[src/scl_defines.vh]
// Purpose: Constants for the bank command legality and power entry block
// Assumes: Four banks, 100 MHz core clock
// Notes:   Timing counts are in core_clk cycles unless named _NS
`ifndef SCL_DEFINES_VH
`define SCL_DEFINES_VH

// Bank states
`define SCL_ST_IDLE      3'h0
`define SCL_ST_ACTIVATE  3'h1
`define SCL_ST_ACTIVE    3'h2
`define SCL_ST_PRECHARGE 3'h3
`define SCL_ST_REFRESH   3'h4
`define SCL_ST_MODEREG   3'h5

// Commands as {ras_n, cas_n, we_n}
`define SCL_CMD_NOP      3'h7
`define SCL_CMD_ACT      3'h3
`define SCL_CMD_READ     3'h5
`define SCL_CMD_WRITE    3'h4
`define SCL_CMD_PRE      3'h2
`define SCL_CMD_REF      3'h1
`define SCL_CMD_MRS      3'h0
`define SCL_CMD_BST      3'h6

// Verdict codes
`define SCL_V_NOP        2'h0
`define SCL_V_LEGAL      2'h1
`define SCL_V_ILLEGAL    2'h2

// Power modes
`define SCL_PM_NORMAL    2'h0
`define SCL_PM_PDOWN     2'h1
`define SCL_PM_SREF      2'h2

// Default timings in ns and counts
`define SCL_TRCD_NS      20
`define SCL_TRP_NS       20
`define SCL_TRC_NS       60
`define SCL_TMRD_CYC     2
`define SCL_CLK_NS       10

`endif

[src/scl_bank_fsm.v]
// Purpose: One bank state machine with its own timing counter
// Assumes: Commands here were already judged legal for this bank
// Notes:   Counter width fits the longest wait
`timescale 1ns/100ps
`include "scl_defines.vh"

module scl_bank_fsm #(
  parameter CW       = 4,
  parameter TRCD_CYC = 2,
  parameter TRP_CYC  = 2,
  parameter TRC_CYC  = 6
) (
  // Clock and reset
  input  wire         core_clk,
  input  wire         rst,
  // Control from the judge
  input  wire         do_act,
  input  wire         do_pre,
  input  wire         do_ref,
  input  wire         do_mrs,
  // Present state
  output wire [2:0]   state
);

  reg [2:0]    state_reg;
  reg [CW-1:0] cnt_reg;

  localparam TMRD_CYC = `SCL_TMRD_CYC;

  assign state = state_reg;

  // Bank state updated every rising edge
  always @(posedge core_clk) begin
    if (rst) begin
      state_reg <= `SCL_ST_IDLE;
      cnt_reg   <= {CW{1'b0}};
    end else begin
      case (state_reg)
        `SCL_ST_IDLE: begin
          if (do_act) begin
            state_reg <= `SCL_ST_ACTIVATE;
            cnt_reg   <= TRCD_CYC[CW-1:0] - 1'b1;
          end else if (do_ref) begin
            state_reg <= `SCL_ST_REFRESH;
            cnt_reg   <= TRC_CYC[CW-1:0] - 1'b1;
          end else if (do_mrs) begin
            state_reg <= `SCL_ST_MODEREG;
            cnt_reg   <= TMRD_CYC[CW-1:0] - 1'b1;
          end
        end
        `SCL_ST_ACTIVE: begin
          if (do_pre) begin
            state_reg <= `SCL_ST_PRECHARGE;
            cnt_reg   <= TRP_CYC[CW-1:0] - 1'b1;
          end
        end
        `SCL_ST_ACTIVATE: begin
          if (cnt_reg == {CW{1'b0}})
            state_reg <= `SCL_ST_ACTIVE;
          else
            cnt_reg <= cnt_reg - 1'b1;
        end
        `SCL_ST_PRECHARGE, `SCL_ST_REFRESH, `SCL_ST_MODEREG: begin
          if (cnt_reg == {CW{1'b0}})
            state_reg <= `SCL_ST_IDLE;
          else
            cnt_reg <= cnt_reg - 1'b1;
        end
        default: begin
          state_reg <= `SCL_ST_IDLE;
        end
      endcase
    end
  end

endmodule

[src/scl_judge.v]
// Purpose: Classifies each command and tracks banks and power mode
// Assumes: Command pins already synchronous to core_clk
// Notes:   Verdict and state outputs are registered, one cycle late
`timescale 1ns/100ps
`include "scl_defines.vh"

module scl_judge #(
  parameter NBANK    = 4,
  parameter CW       = 4,
  parameter TRCD_CYC = (`SCL_TRCD_NS + `SCL_CLK_NS - 1) / `SCL_CLK_NS,
  parameter TRP_CYC  = (`SCL_TRP_NS + `SCL_CLK_NS - 1) / `SCL_CLK_NS,
  parameter TRC_CYC  = (`SCL_TRC_NS + `SCL_CLK_NS - 1) / `SCL_CLK_NS
) (
  // Clock and reset
  input  wire                 core_clk,
  input  wire                 rst,
  // Command pins from the controller
  input  wire                 cke,
  input  wire                 cs_n,
  input  wire                 ras_n,
  input  wire                 cas_n,
  input  wire                 we_n,
  input  wire [1:0]           bank_select,
  input  wire                 auto_precharge_flag,
  // Verdict
  output reg  [1:0]           verdict,
  output reg                  verdict_valid,
  // State view
  output reg  [3*NBANK-1:0]   bank_states,
  output reg                  all_idle,
  output reg  [1:0]           power_mode,
  output reg                  rx_enable
);

  reg                 cke_prev_reg;
  reg  [1:0]          pm_reg;
  reg  [CW-1:0]       sref_cnt_reg;
  wire [3*NBANK-1:0]  st;
  wire [NBANK-1:0]    idle_v;
  wire [NBANK-1:0]    pre_idle_v;
  reg  [NBANK-1:0]    act_v;
  reg  [NBANK-1:0]    pre_v;
  reg                 ref_go;
  reg                 mrs_go;
  reg  [1:0]          verdict_next;
  reg  [1:0]          pm_next;
  reg  [2:0]          sel_st;
  wire [2:0]          cmd;
  wire                all_idle_w;
  wire                normal;
  reg  [CW-1:0]       sref_cnt_next;
  wire                sref_exit;
  wire                sref_hold;

  assign cmd        = {ras_n, cas_n, we_n};
  assign all_idle_w = &idle_v;
  assign normal     = cke_prev_reg & (pm_reg == `SCL_PM_NORMAL);
  assign sref_exit  = (pm_reg == `SCL_PM_SREF) && (pm_next == `SCL_PM_NORMAL);
  assign sref_hold  = (sref_cnt_reg != {CW{1'b0}});

  // Exit hold: loaded so the first command lands one row cycle after exit
  always @* begin
    if (sref_exit)
      sref_cnt_next = TRC_CYC[CW-1:0] - 1'b1;
    else if (sref_hold)
      sref_cnt_next = sref_cnt_reg - 1'b1;
    else
      sref_cnt_next = sref_cnt_reg;
  end

  // Four bank machines
  genvar g;
  generate
    for (g = 0; g < NBANK; g = g + 1) begin : g_bank
      assign idle_v[g]     = (st[3*g+2:3*g] == `SCL_ST_IDLE);
      assign pre_idle_v[g] = idle_v[g] | (st[3*g+2:3*g] == `SCL_ST_PRECHARGE);
      scl_bank_fsm #(
        .CW       (CW),
        .TRCD_CYC (TRCD_CYC),
        .TRP_CYC  (TRP_CYC),
        .TRC_CYC  (TRC_CYC)
      ) u_bank (
        .core_clk (core_clk),
        .rst      (rst),
        .do_act   (act_v[g]),
        .do_pre   (pre_v[g]),
        .do_ref   (ref_go),
        .do_mrs   (mrs_go),
        .state    (st[3*g+2:3*g])
      );
    end
  endgenerate

  // Command decode against the selected bank
  always @* begin
    act_v        = {NBANK{1'b0}};
    pre_v        = {NBANK{1'b0}};
    ref_go       = 1'b0;
    mrs_go       = 1'b0;
    pm_next      = pm_reg;
    verdict_next = `SCL_V_NOP;
    sel_st       = st[3*bank_select +: 3];
    if (pm_reg != `SCL_PM_NORMAL) begin
      if (!cke_prev_reg && !cke) begin
        verdict_next = `SCL_V_NOP;
      end else if (!cke_prev_reg && cke) begin
        if (cs_n || cmd == `SCL_CMD_NOP) begin
          verdict_next = `SCL_V_LEGAL;
          pm_next      = `SCL_PM_NORMAL;
        end else begin
          verdict_next = `SCL_V_ILLEGAL;
        end
      end
    end else if (!cke_prev_reg) begin
      // Low-power entry refused and cke not yet sampled high: treat as quiet cycle
      verdict_next = `SCL_V_NOP;
    end else if (sref_hold) begin
      // Banks still inside the exit row cycle: only deselect or nop
      if (!cke || (!cs_n && cmd != `SCL_CMD_NOP))
        verdict_next = `SCL_V_ILLEGAL;
    end else if (normal && !cke) begin
      // Entering low power
      if (!all_idle_w) begin
        verdict_next = `SCL_V_ILLEGAL;
      end else if (cs_n || cmd == `SCL_CMD_NOP) begin
        verdict_next = `SCL_V_LEGAL;
        pm_next      = `SCL_PM_PDOWN;
      end else if (cmd == `SCL_CMD_REF) begin
        verdict_next = `SCL_V_LEGAL;
        pm_next      = `SCL_PM_SREF;
      end else begin
        verdict_next = `SCL_V_ILLEGAL;
      end
    end else if (!cs_n) begin
      case (cmd)
        `SCL_CMD_NOP: verdict_next = `SCL_V_NOP;
        `SCL_CMD_ACT: begin
          if (sel_st == `SCL_ST_IDLE) begin
            verdict_next           = `SCL_V_LEGAL;
            act_v[bank_select]     = 1'b1;
          end else begin
            verdict_next = `SCL_V_ILLEGAL;
          end
        end
        `SCL_CMD_READ, `SCL_CMD_WRITE, `SCL_CMD_BST: begin
          if (sel_st == `SCL_ST_ACTIVE)
            verdict_next = `SCL_V_LEGAL;
          else
            verdict_next = `SCL_V_ILLEGAL;
        end
        `SCL_CMD_PRE: begin
          if (auto_precharge_flag) begin
            pre_v        = ~pre_idle_v;
            verdict_next = (&pre_idle_v) ? `SCL_V_NOP : `SCL_V_LEGAL;
          end else if (pre_idle_v[bank_select]) begin
            verdict_next = `SCL_V_NOP;
          end else if (sel_st == `SCL_ST_ACTIVE) begin
            pre_v[bank_select] = 1'b1;
            verdict_next       = `SCL_V_LEGAL;
          end else begin
            verdict_next = `SCL_V_ILLEGAL;
          end
        end
        `SCL_CMD_REF, `SCL_CMD_MRS: begin
          if (all_idle_w) begin
            verdict_next = `SCL_V_LEGAL;
            ref_go       = (cmd == `SCL_CMD_REF);
            mrs_go       = (cmd == `SCL_CMD_MRS);
          end else begin
            verdict_next = `SCL_V_ILLEGAL;
          end
        end
        default: verdict_next = `SCL_V_ILLEGAL;
      endcase
    end
  end

  // Power mode, clock-enable history and registered outputs
  always @(posedge core_clk) begin
    if (rst) begin
      cke_prev_reg  <= 1'b1;
      pm_reg        <= `SCL_PM_NORMAL;
      sref_cnt_reg  <= {CW{1'b0}};
      verdict       <= `SCL_V_NOP;
      verdict_valid <= 1'b0;
      bank_states   <= {3*NBANK{1'b0}};
      all_idle      <= 1'b1;
      power_mode    <= `SCL_PM_NORMAL;
      rx_enable     <= 1'b1;
    end else begin
      cke_prev_reg  <= cke;
      pm_reg        <= pm_next;
      verdict       <= verdict_next;
      verdict_valid <= 1'b1;
      bank_states   <= st;
      // Self-refresh exit hold; idle drops at the exit edge itself
      sref_cnt_reg  <= sref_cnt_next;
      all_idle      <= all_idle_w && (sref_cnt_next == {CW{1'b0}});
      power_mode    <= pm_next;
      // Receivers on while cke is high or the next mode is normal, no wait for exit
      rx_enable     <= cke | (pm_next == `SCL_PM_NORMAL);
    end
  end

endmodule

[config.mk]
export PLATFORM = sky130hd
export DESIGN_NAME = scl_judge
export DESIGN_NICKNAME = d
export VERILOG_FILES = /design/src/scl_bank_fsm.v /design/src/scl_judge.v
export VERILOG_INCLUDE_DIRS = /design/src
export SDC_FILE = /design/constraint.sdc
export NUM_CORES = 1
export LEC_CHECK = 0
export BUFFER_PORTS_ARGS = -buffer_cell sky130_fd_sc_hd__buf_2
export CAP_MARGIN = 30
export CORE_MARGIN = 2
export CORE_UTILIZATION = 37
export DETAILED_ROUTE_END_ITERATION = 10
export PLACE_DENSITY = 0.62
export SLEW_MARGIN = 10
export SYNTH_ARGS = -nofsm -noshare
export SYNTH_HDL_FRONTEND = slang
export SYNTH_SLANG_ARGS = --single-unit
[constraint.sdc]
create_clock -name core_clk -period 4.5 [get_ports core_clk]
set_input_delay 0.675 -clock core_clk [delete_from_list [all_inputs] [get_ports core_clk]]
set_output_delay 0.675 -clock core_clk [all_outputs]
set_load 0.02 [all_outputs]
After elaboration in Yosys (flattened, before gate mapping)
Cells that the tools add are included. W data, S select, Z words.

Register bits: 52. Output and inout bits: 19. Logic and storage cells: 239.

Add/sub/neg operators: 5. $mul: 1. Magnitude comparators: 2. Eq/ne operators: 50. Shifts and indexed selects: 1. Mux-type cells: 106. Bitwise logic cells: 7. Reductions and logical operators: 51.

Operators by type and width (count): $mux W4 (32); $mux W2 (27); $mux W3 (18); $pmux W3 S4 (4); $pmux W4 S3 (4); $reduce_and A4 Y1 (10); $eq A3 B3 Y1 const B (12); $eq A3 B2 Y1 const B (11); $logic_not A4 Y1 (5); $sub A4 B1 Y4 const B (5); $logic_not A3 Y1 (6); $mux W1 (18); $ne A2 B1 Y1 const B (8); $ne A2 B2 Y1 const B (8); $ne A4 B1 Y1 const B (4); $reduce_or A4 Y1 (4); $eq A3 B1 Y1 const B (5); $reduce_or A3 Y1 (5); $reduce_bool A3 Y1 (4); $shiftx A12 B5 Y3 (1); $pmux W2 S5 (1); $logic_and A1 B1 Y1 (7); $or A1 B1 Y1 (5); $logic_not A2 Y1 (2); other kinds (14) (17).

Longest topological paths before layout
Word-level depth: 15. Depth in mapped cells: 9. Depth with buffers taken out: 9.

Cells and area by module
Synthesis repeated with hierarchy kept, for this count alone.

Cells, all modules: 421. Area, all modules: 3554.7 um2.

Modules (own cells, without submodules): scl_bank_fsm (instances 4, cells each 63, area an instance 538.0 um2, sequential area each 140.1 um2); scl_judge (instances 1, cells each 169, area an instance 1402.6 um2, sequential area each 480.5 um2).

Worst setup path after synthesis
No wires, ideal clock.

Path type: input -> register. Start: in bank_select[1]. End: reg g_bank[3].u_bank.cnt_reg[1]. Library setup time: 0.070 ns. Arrival time: 2.715 ns. Data required time: 4.430 ns. Setup slack: 1.716 ns. Stages: 8. Buffers on the path: 1. Path through: buf_2 nand2b_1 nor3_1 or3_1 or4_4 a41o_1 or4_1 a21oi_1.

Word-level cells in the longest chain between the ends: 15. Elaborated cells on any way between the ends: 32. Those cells by class: mul: 1; order compare: 2; eq/ne: 3; shift: 1; mux: 22; reduce/logical: 3.

RTL lines: from (decl) (line scl_judge.v:23) `input wire [1:0] bank_select,`; branches (longest 15 deep; another with $mul A2 B2 Y4); to (signal assigned) (line scl_bank_fsm.v:54) `cnt_reg <= TRP_CYC[CW-1:0] - 1'b1;`; to (signal assigned) (line scl_bank_fsm.v:61) `cnt_reg <= cnt_reg - 1'b1;`; to (signal assigned) (line scl_bank_fsm.v:67) `cnt_reg <= cnt_reg - 1'b1;`; to (decl) (line scl_bank_fsm.v:26) `reg [CW-1:0] cnt_reg;`.

Parallel ways; which one is timed is not known. The select of a mux whose other input is x is not followed. A chain may end at the register's enable or synchronous reset.

Worst setup path in the final report
Start: reg sref_cnt_reg[0]. End: reg g_bank[3].u_bank.cnt_reg[1].

Word-level cells in the longest chain between the ends: 7. Elaborated cells on any way between the ends: 19. Those cells by class: eq/ne: 2; mux: 15; reduce/logical: 2.

RTL lines: from (decl) (line scl_judge.v:37) `reg [CW-1:0] sref_cnt_reg;`; from (signal assigned) (line scl_judge.v:183) `sref_cnt_reg <= {CW{1'b0}};`; from (signal assigned) (line scl_judge.v:197) `sref_cnt_reg <= sref_cnt_next;`; $reduce_bool A4 Y1 * (line scl_judge.v:59) `assign sref_hold = (sref_cnt_reg != {CW{1'b0}});`; $mux W1 (line scl_judge.v:117) `end else if (sref_hold) begin`; $mux W1 (line scl_judge.v:114) `end else if (!cke_prev_reg) begin`; $mux W1 (line scl_judge.v:103) `` if (pm_reg != `SCL_PM_NORMAL) begin ``; $mux W4 (line scl_bank_fsm.v:43) `end else if (do_ref) begin`; $mux W4 (line scl_bank_fsm.v:40) `if (do_act) begin`; $pmux W4 S3 (line scl_bank_fsm.v:38) `case (state_reg)`; to (signal assigned) (line scl_bank_fsm.v:42) `cnt_reg <= TRCD_CYC[CW-1:0] - 1'b1;`; to (signal assigned) (line scl_bank_fsm.v:45) `cnt_reg <= TRC_CYC[CW-1:0] - 1'b1;`; to (signal assigned) (line scl_bank_fsm.v:48) `cnt_reg <= TMRD_CYC[CW-1:0] - 1'b1;`.

Every way passes the cells marked *; elsewhere a longest branch is shown, timed or not.

==> results.py <==
metrics = {
    "global_routing": {
        "grt_usage_pct": 15.9,
        "grt_pass1_wl_mm": 11.3,
        "grt_pass1_vias": 2400,
        "grt_max_degree": 52,
        "antenna_found_initial": 0,
        "overflow": 0,
    },
    "drt": {
        "drc_errors": 0,
        "drt_wl_total_mm": 6.72,
        "wl_per_cell_um": 13.8,
        "drt_iter0_drc": 163,
        "met1_length_mm": 3.23,
        "vias": 2630,
        "highest_layer": "met4",
        "antenna_left": 0,
        "viasPerCell": 5.41,
        "met3_length_um": 306,
        "drt_pre_antenna_iters": 4,
        "wl_met2_mm": 3.08,
    },
    "floorplanning": {
        "rows": 32,
        "io_pins": 29,
        "die_x_um": 93.1,
        "start_util_pct": 38.2,
        "core_area_um2": 7690,
        "die_h_um": 93.1,
        "die_area_um2": 8660,
    },
    "synthesis": {
        "synth-seq-cells": 52,
        "synth-edff-count": 0,
        "synth_cells": 364,
        "synth.distinct_cells": 69,
        "ys_warn_count": 0,
        "synthFlopType": "dfxtp_1",
        "syn_area_per_cell_um2": 8.06,
        "async_reset_ff_share_pct": 0,
        "yosysSeqAreaShare_pct": 35.5,
        "netlist_area_um2": 2940,
        "syn_nets": 379,
    },
    "timing": {
        "setup_viol": 0,
        "hold_violations": 0,
        "finalSetupTns_ns": 0,
        "period_needed_ns": 3.09,
        "drv_slew": 0,
        "fmax_ghz": 0.324,
        "tightestPinTransition_ns": 0.915,
        "layout_setup_ws_ns": 1.41,
        "skew_ns": 0.0104,
        "finalCritPeriodShare_pct": 68.7,
        "rsz0062_at_grt": "no",
        "relSlewSlack_pct": 39.0,
    },
    "power": {
        "leakage_nw": 1.23,
        "power_density_nw_per_um2": 593,
        "ir_drop_mv": 0.280,
    },
    "flow_run": {
        "max_cap_viol_count": 0,
    },
    "placed_design": {
        "dp_cells": 478,
        "pre_cts_slack_ns": 1.43,
        "globalplace.congestion": 0.857,
        "place_hpwl_mm": 4.98,
        "numPortBuffers": 28,
    },
    "outcome": {
        "status": "finished clean",
    },
    "setup_path": {
        "cp_top_family": "simple AND/OR/NAND/NOR gates",
        "end_kind": "flip-flop",
        "cpPeakStageDelay_ns": 0.73,
        "critPathLaunchType": "flip-flop",
        "crit_slowest_cell": "nor3_1",
        "path_cells": "inv_1 -> ha_1 -> nor3b_4 -> nand3_2 -> nor3_1 -> a2111oi_1 -> a41o_1 -> or4_1 -> a21oi_1",
        "crit_required_ns": 4.74,
        "path_class": "reg -> reg",
        "worstPathMaxFanout": 10,
        "critPathBufInv": 1,
        "cp.arrival_ns": 3.33,
    },
    "clocking": {
        "post_cts_buffers": 0,
        "cts-root-buf": "clkbuf_8",
        "cts_buffers": 5,
        "hold_buffers": 0,
        "cts_tree": "built",
        "clk_latency_ns": 0.31,
        "cts_resized": 0,
        "clkTransAtPathRegs_ns": 0.10,
        "cts.path.max_buffers": 2,
        "cts.sinks": 52,
        "cts_max_level": 2,
    },
    "finish": {
        "multi_input_comb_area_um2": 1680,
        "nNetsFinal": 398,
        "register_area_um2": 1040,
        "instances_no_fill": 486,
        "diodes": 0,
        "drive_gt1_share_pct": 15.1,
        "area_growth_syn_to_layout_pct": 8.06,
        "fillers": 834,
        "largest_reg_flops": 16,
    },
    "worst_hold_path": {
        "hold_path_class": "reg -> reg",
    },
}
tightest hold or removal path, stage by stage (launching register included):
cell,delay (ns)
dfxtp_1,0.32
inv_1,0.07
o31ai_1,0.07
per-stage QoR:
step / hold slack, ns / util (%) / total power [W] / area (um2)
after CTS: 0.506 / 41.3 / 0.00189 / 3170
after detailed placement: 0.487 / 40.0 / 0.00160 / 3080
after global placement: 0.489 / 40.0 / 0.00159 / 3080
after floorplan: 0.460 / - / 0.00142 / 2940
after global routing: 0.524 / 41.3 / 0.00204 / 3170
final: 0.498 / 41.3 / 0.00188 / 3170
path summary, 6_finish.rpt:
check                                            from                                  endpoint  slack [ns]  depth (start not counted)
max                        sref_cnt_reg[0]$_SDFF_PP0_  g_bank[3].u_bank.cnt_reg[1]$_SDFFE_PP0P_        1.41                          9
max reg2reg                sref_cnt_reg[0]$_SDFF_PP0_  g_bank[3].u_bank.cnt_reg[1]$_SDFFE_PP0P_        1.41                          9
min          g_bank[2].u_bank.cnt_reg[1]$_SDFFE_PP0P_  g_bank[2].u_bank.cnt_reg[1]$_SDFFE_PP0P_        0.50                          2
min reg2reg  g_bank[2].u_bank.cnt_reg[1]$_SDFFE_PP0P_  g_bank[2].u_bank.cnt_reg[1]$_SDFFE_PP0P_        0.50                          2
logic make-up after synthesis:
kind of cell | count (synthesis) | synth area share (%)
compound gates | 102 | 22.6
flops | 52 | 35.5
fa+ha+maj | 5 | 2.13
buf+inv | 40 | 7.42
xor+xnor | 12 | 3.58
simple gates | 151 | 27.6
mux | 2 | 1.15
synthesized netlist by cell type (2+ instances only):
library cell / count / area, um2
a41oi_1: 3 / 26.3
o21a_1: 4 / 30.0
or3_1: 4 / 25.0
o21ai_1: 2 / 10.0
clkbuf_8: 5 / 68.8
a22oi_1: 5 / 37.5
nand3_1: 10 / 50.1
xnor2_1: 6 / 52.6
a21oi_1: 33 / 165
a211oi_1: 2 / 15.0
nor2b_1: 13 / 81.3
nand4_1: 3 / 18.8
ha_1: 5 / 62.6
a31oi_1: 5 / 31.3
nor4_1: 7 / 43.8
a211o_1: 3 / 26.3
buf_2: 5 / 25.0
xor2_1: 6 / 52.6
nor3b_1: 4 / 30.0
dfxtp_1: 52 / 1040
nand2_1: 31 / 116
clkbuf_1: 4 / 15.0
a21boi_0: 2 / 15.0
a2111oi_0: 2 / 17.5
nor3_1: 14 / 70.1
or3_2: 2 / 15.0
a41o_1: 2 / 20.0
or3b_2: 2 / 17.5
o31ai_1: 2 / 15.0
or2_2: 5 / 31.3
nor2_1: 35 / 131
o21ai_0: 19 / 95.1
o21bai_1: 2 / 15.0
nand2b_1: 4 / 25.0
inv_1: 23 / 86.3
or4_1: 4 / 30.0
and2_1: 2 / 12.5
report_power, final:
| group | switching [W] | internal (W) | leakage (nW) |
|---|---|---|---|
| combinational | 0.000529 | 0.000381 | 0.756 |
| clock | 0.000157 | 0.000126 | 0.0516 |
| sequential | 0.000117 | 0.000570 | 0.423 |
routing by layer:
metal	vias up	global-route usage [%]
li1	1348	-
met1	1222	22.0
met2	48	25.5
met3	12	3.22
met4	0	4.29
met5	-	0
placed cells by master (no fill, tap or decap), types with 4 or more instances in the layout:
master | netlist | layout
nor3b_1 | 4 | 4
nor2_1 | 35 | 35
nand3_1 | 10 | 10
nor4_1 | 7 | 7
or3_1 | 4 | 4
nor2b_1 | 13 | 13
nor3_1 | 14 | 14
dfxtp_1 | 52 | 52
ha_1 | 5 | 5
nand2_1 | 31 | 31
clkbuf_8 | 5 | 6
a31oi_1 | 5 | 5
xnor2_1 | 6 | 6
a21oi_1 | 33 | 33
xor2_1 | 6 | 6
a22oi_1 | 5 | 5
or2_2 | 5 | 5
o21ai_0 | 19 | 19
or4_1 | 4 | 4
nand2b_1 | 4 | 4
o21a_1 | 4 | 4
inv_1 | 23 | 23
buf_2 | 5 | 28
layout make-up:
type                            count  area share [%]
Clock buffer                        6            2.60
Clock inverter                      2           0.434
Inverter                           24            2.84
Multi-Input combinational cell    272            52.9
Sequential cell                    52            32.8
Tap cell                          102            4.02
Timing Repair Buffer               28            4.42
No activity file was read; power rests on OpenSTA's default activity.
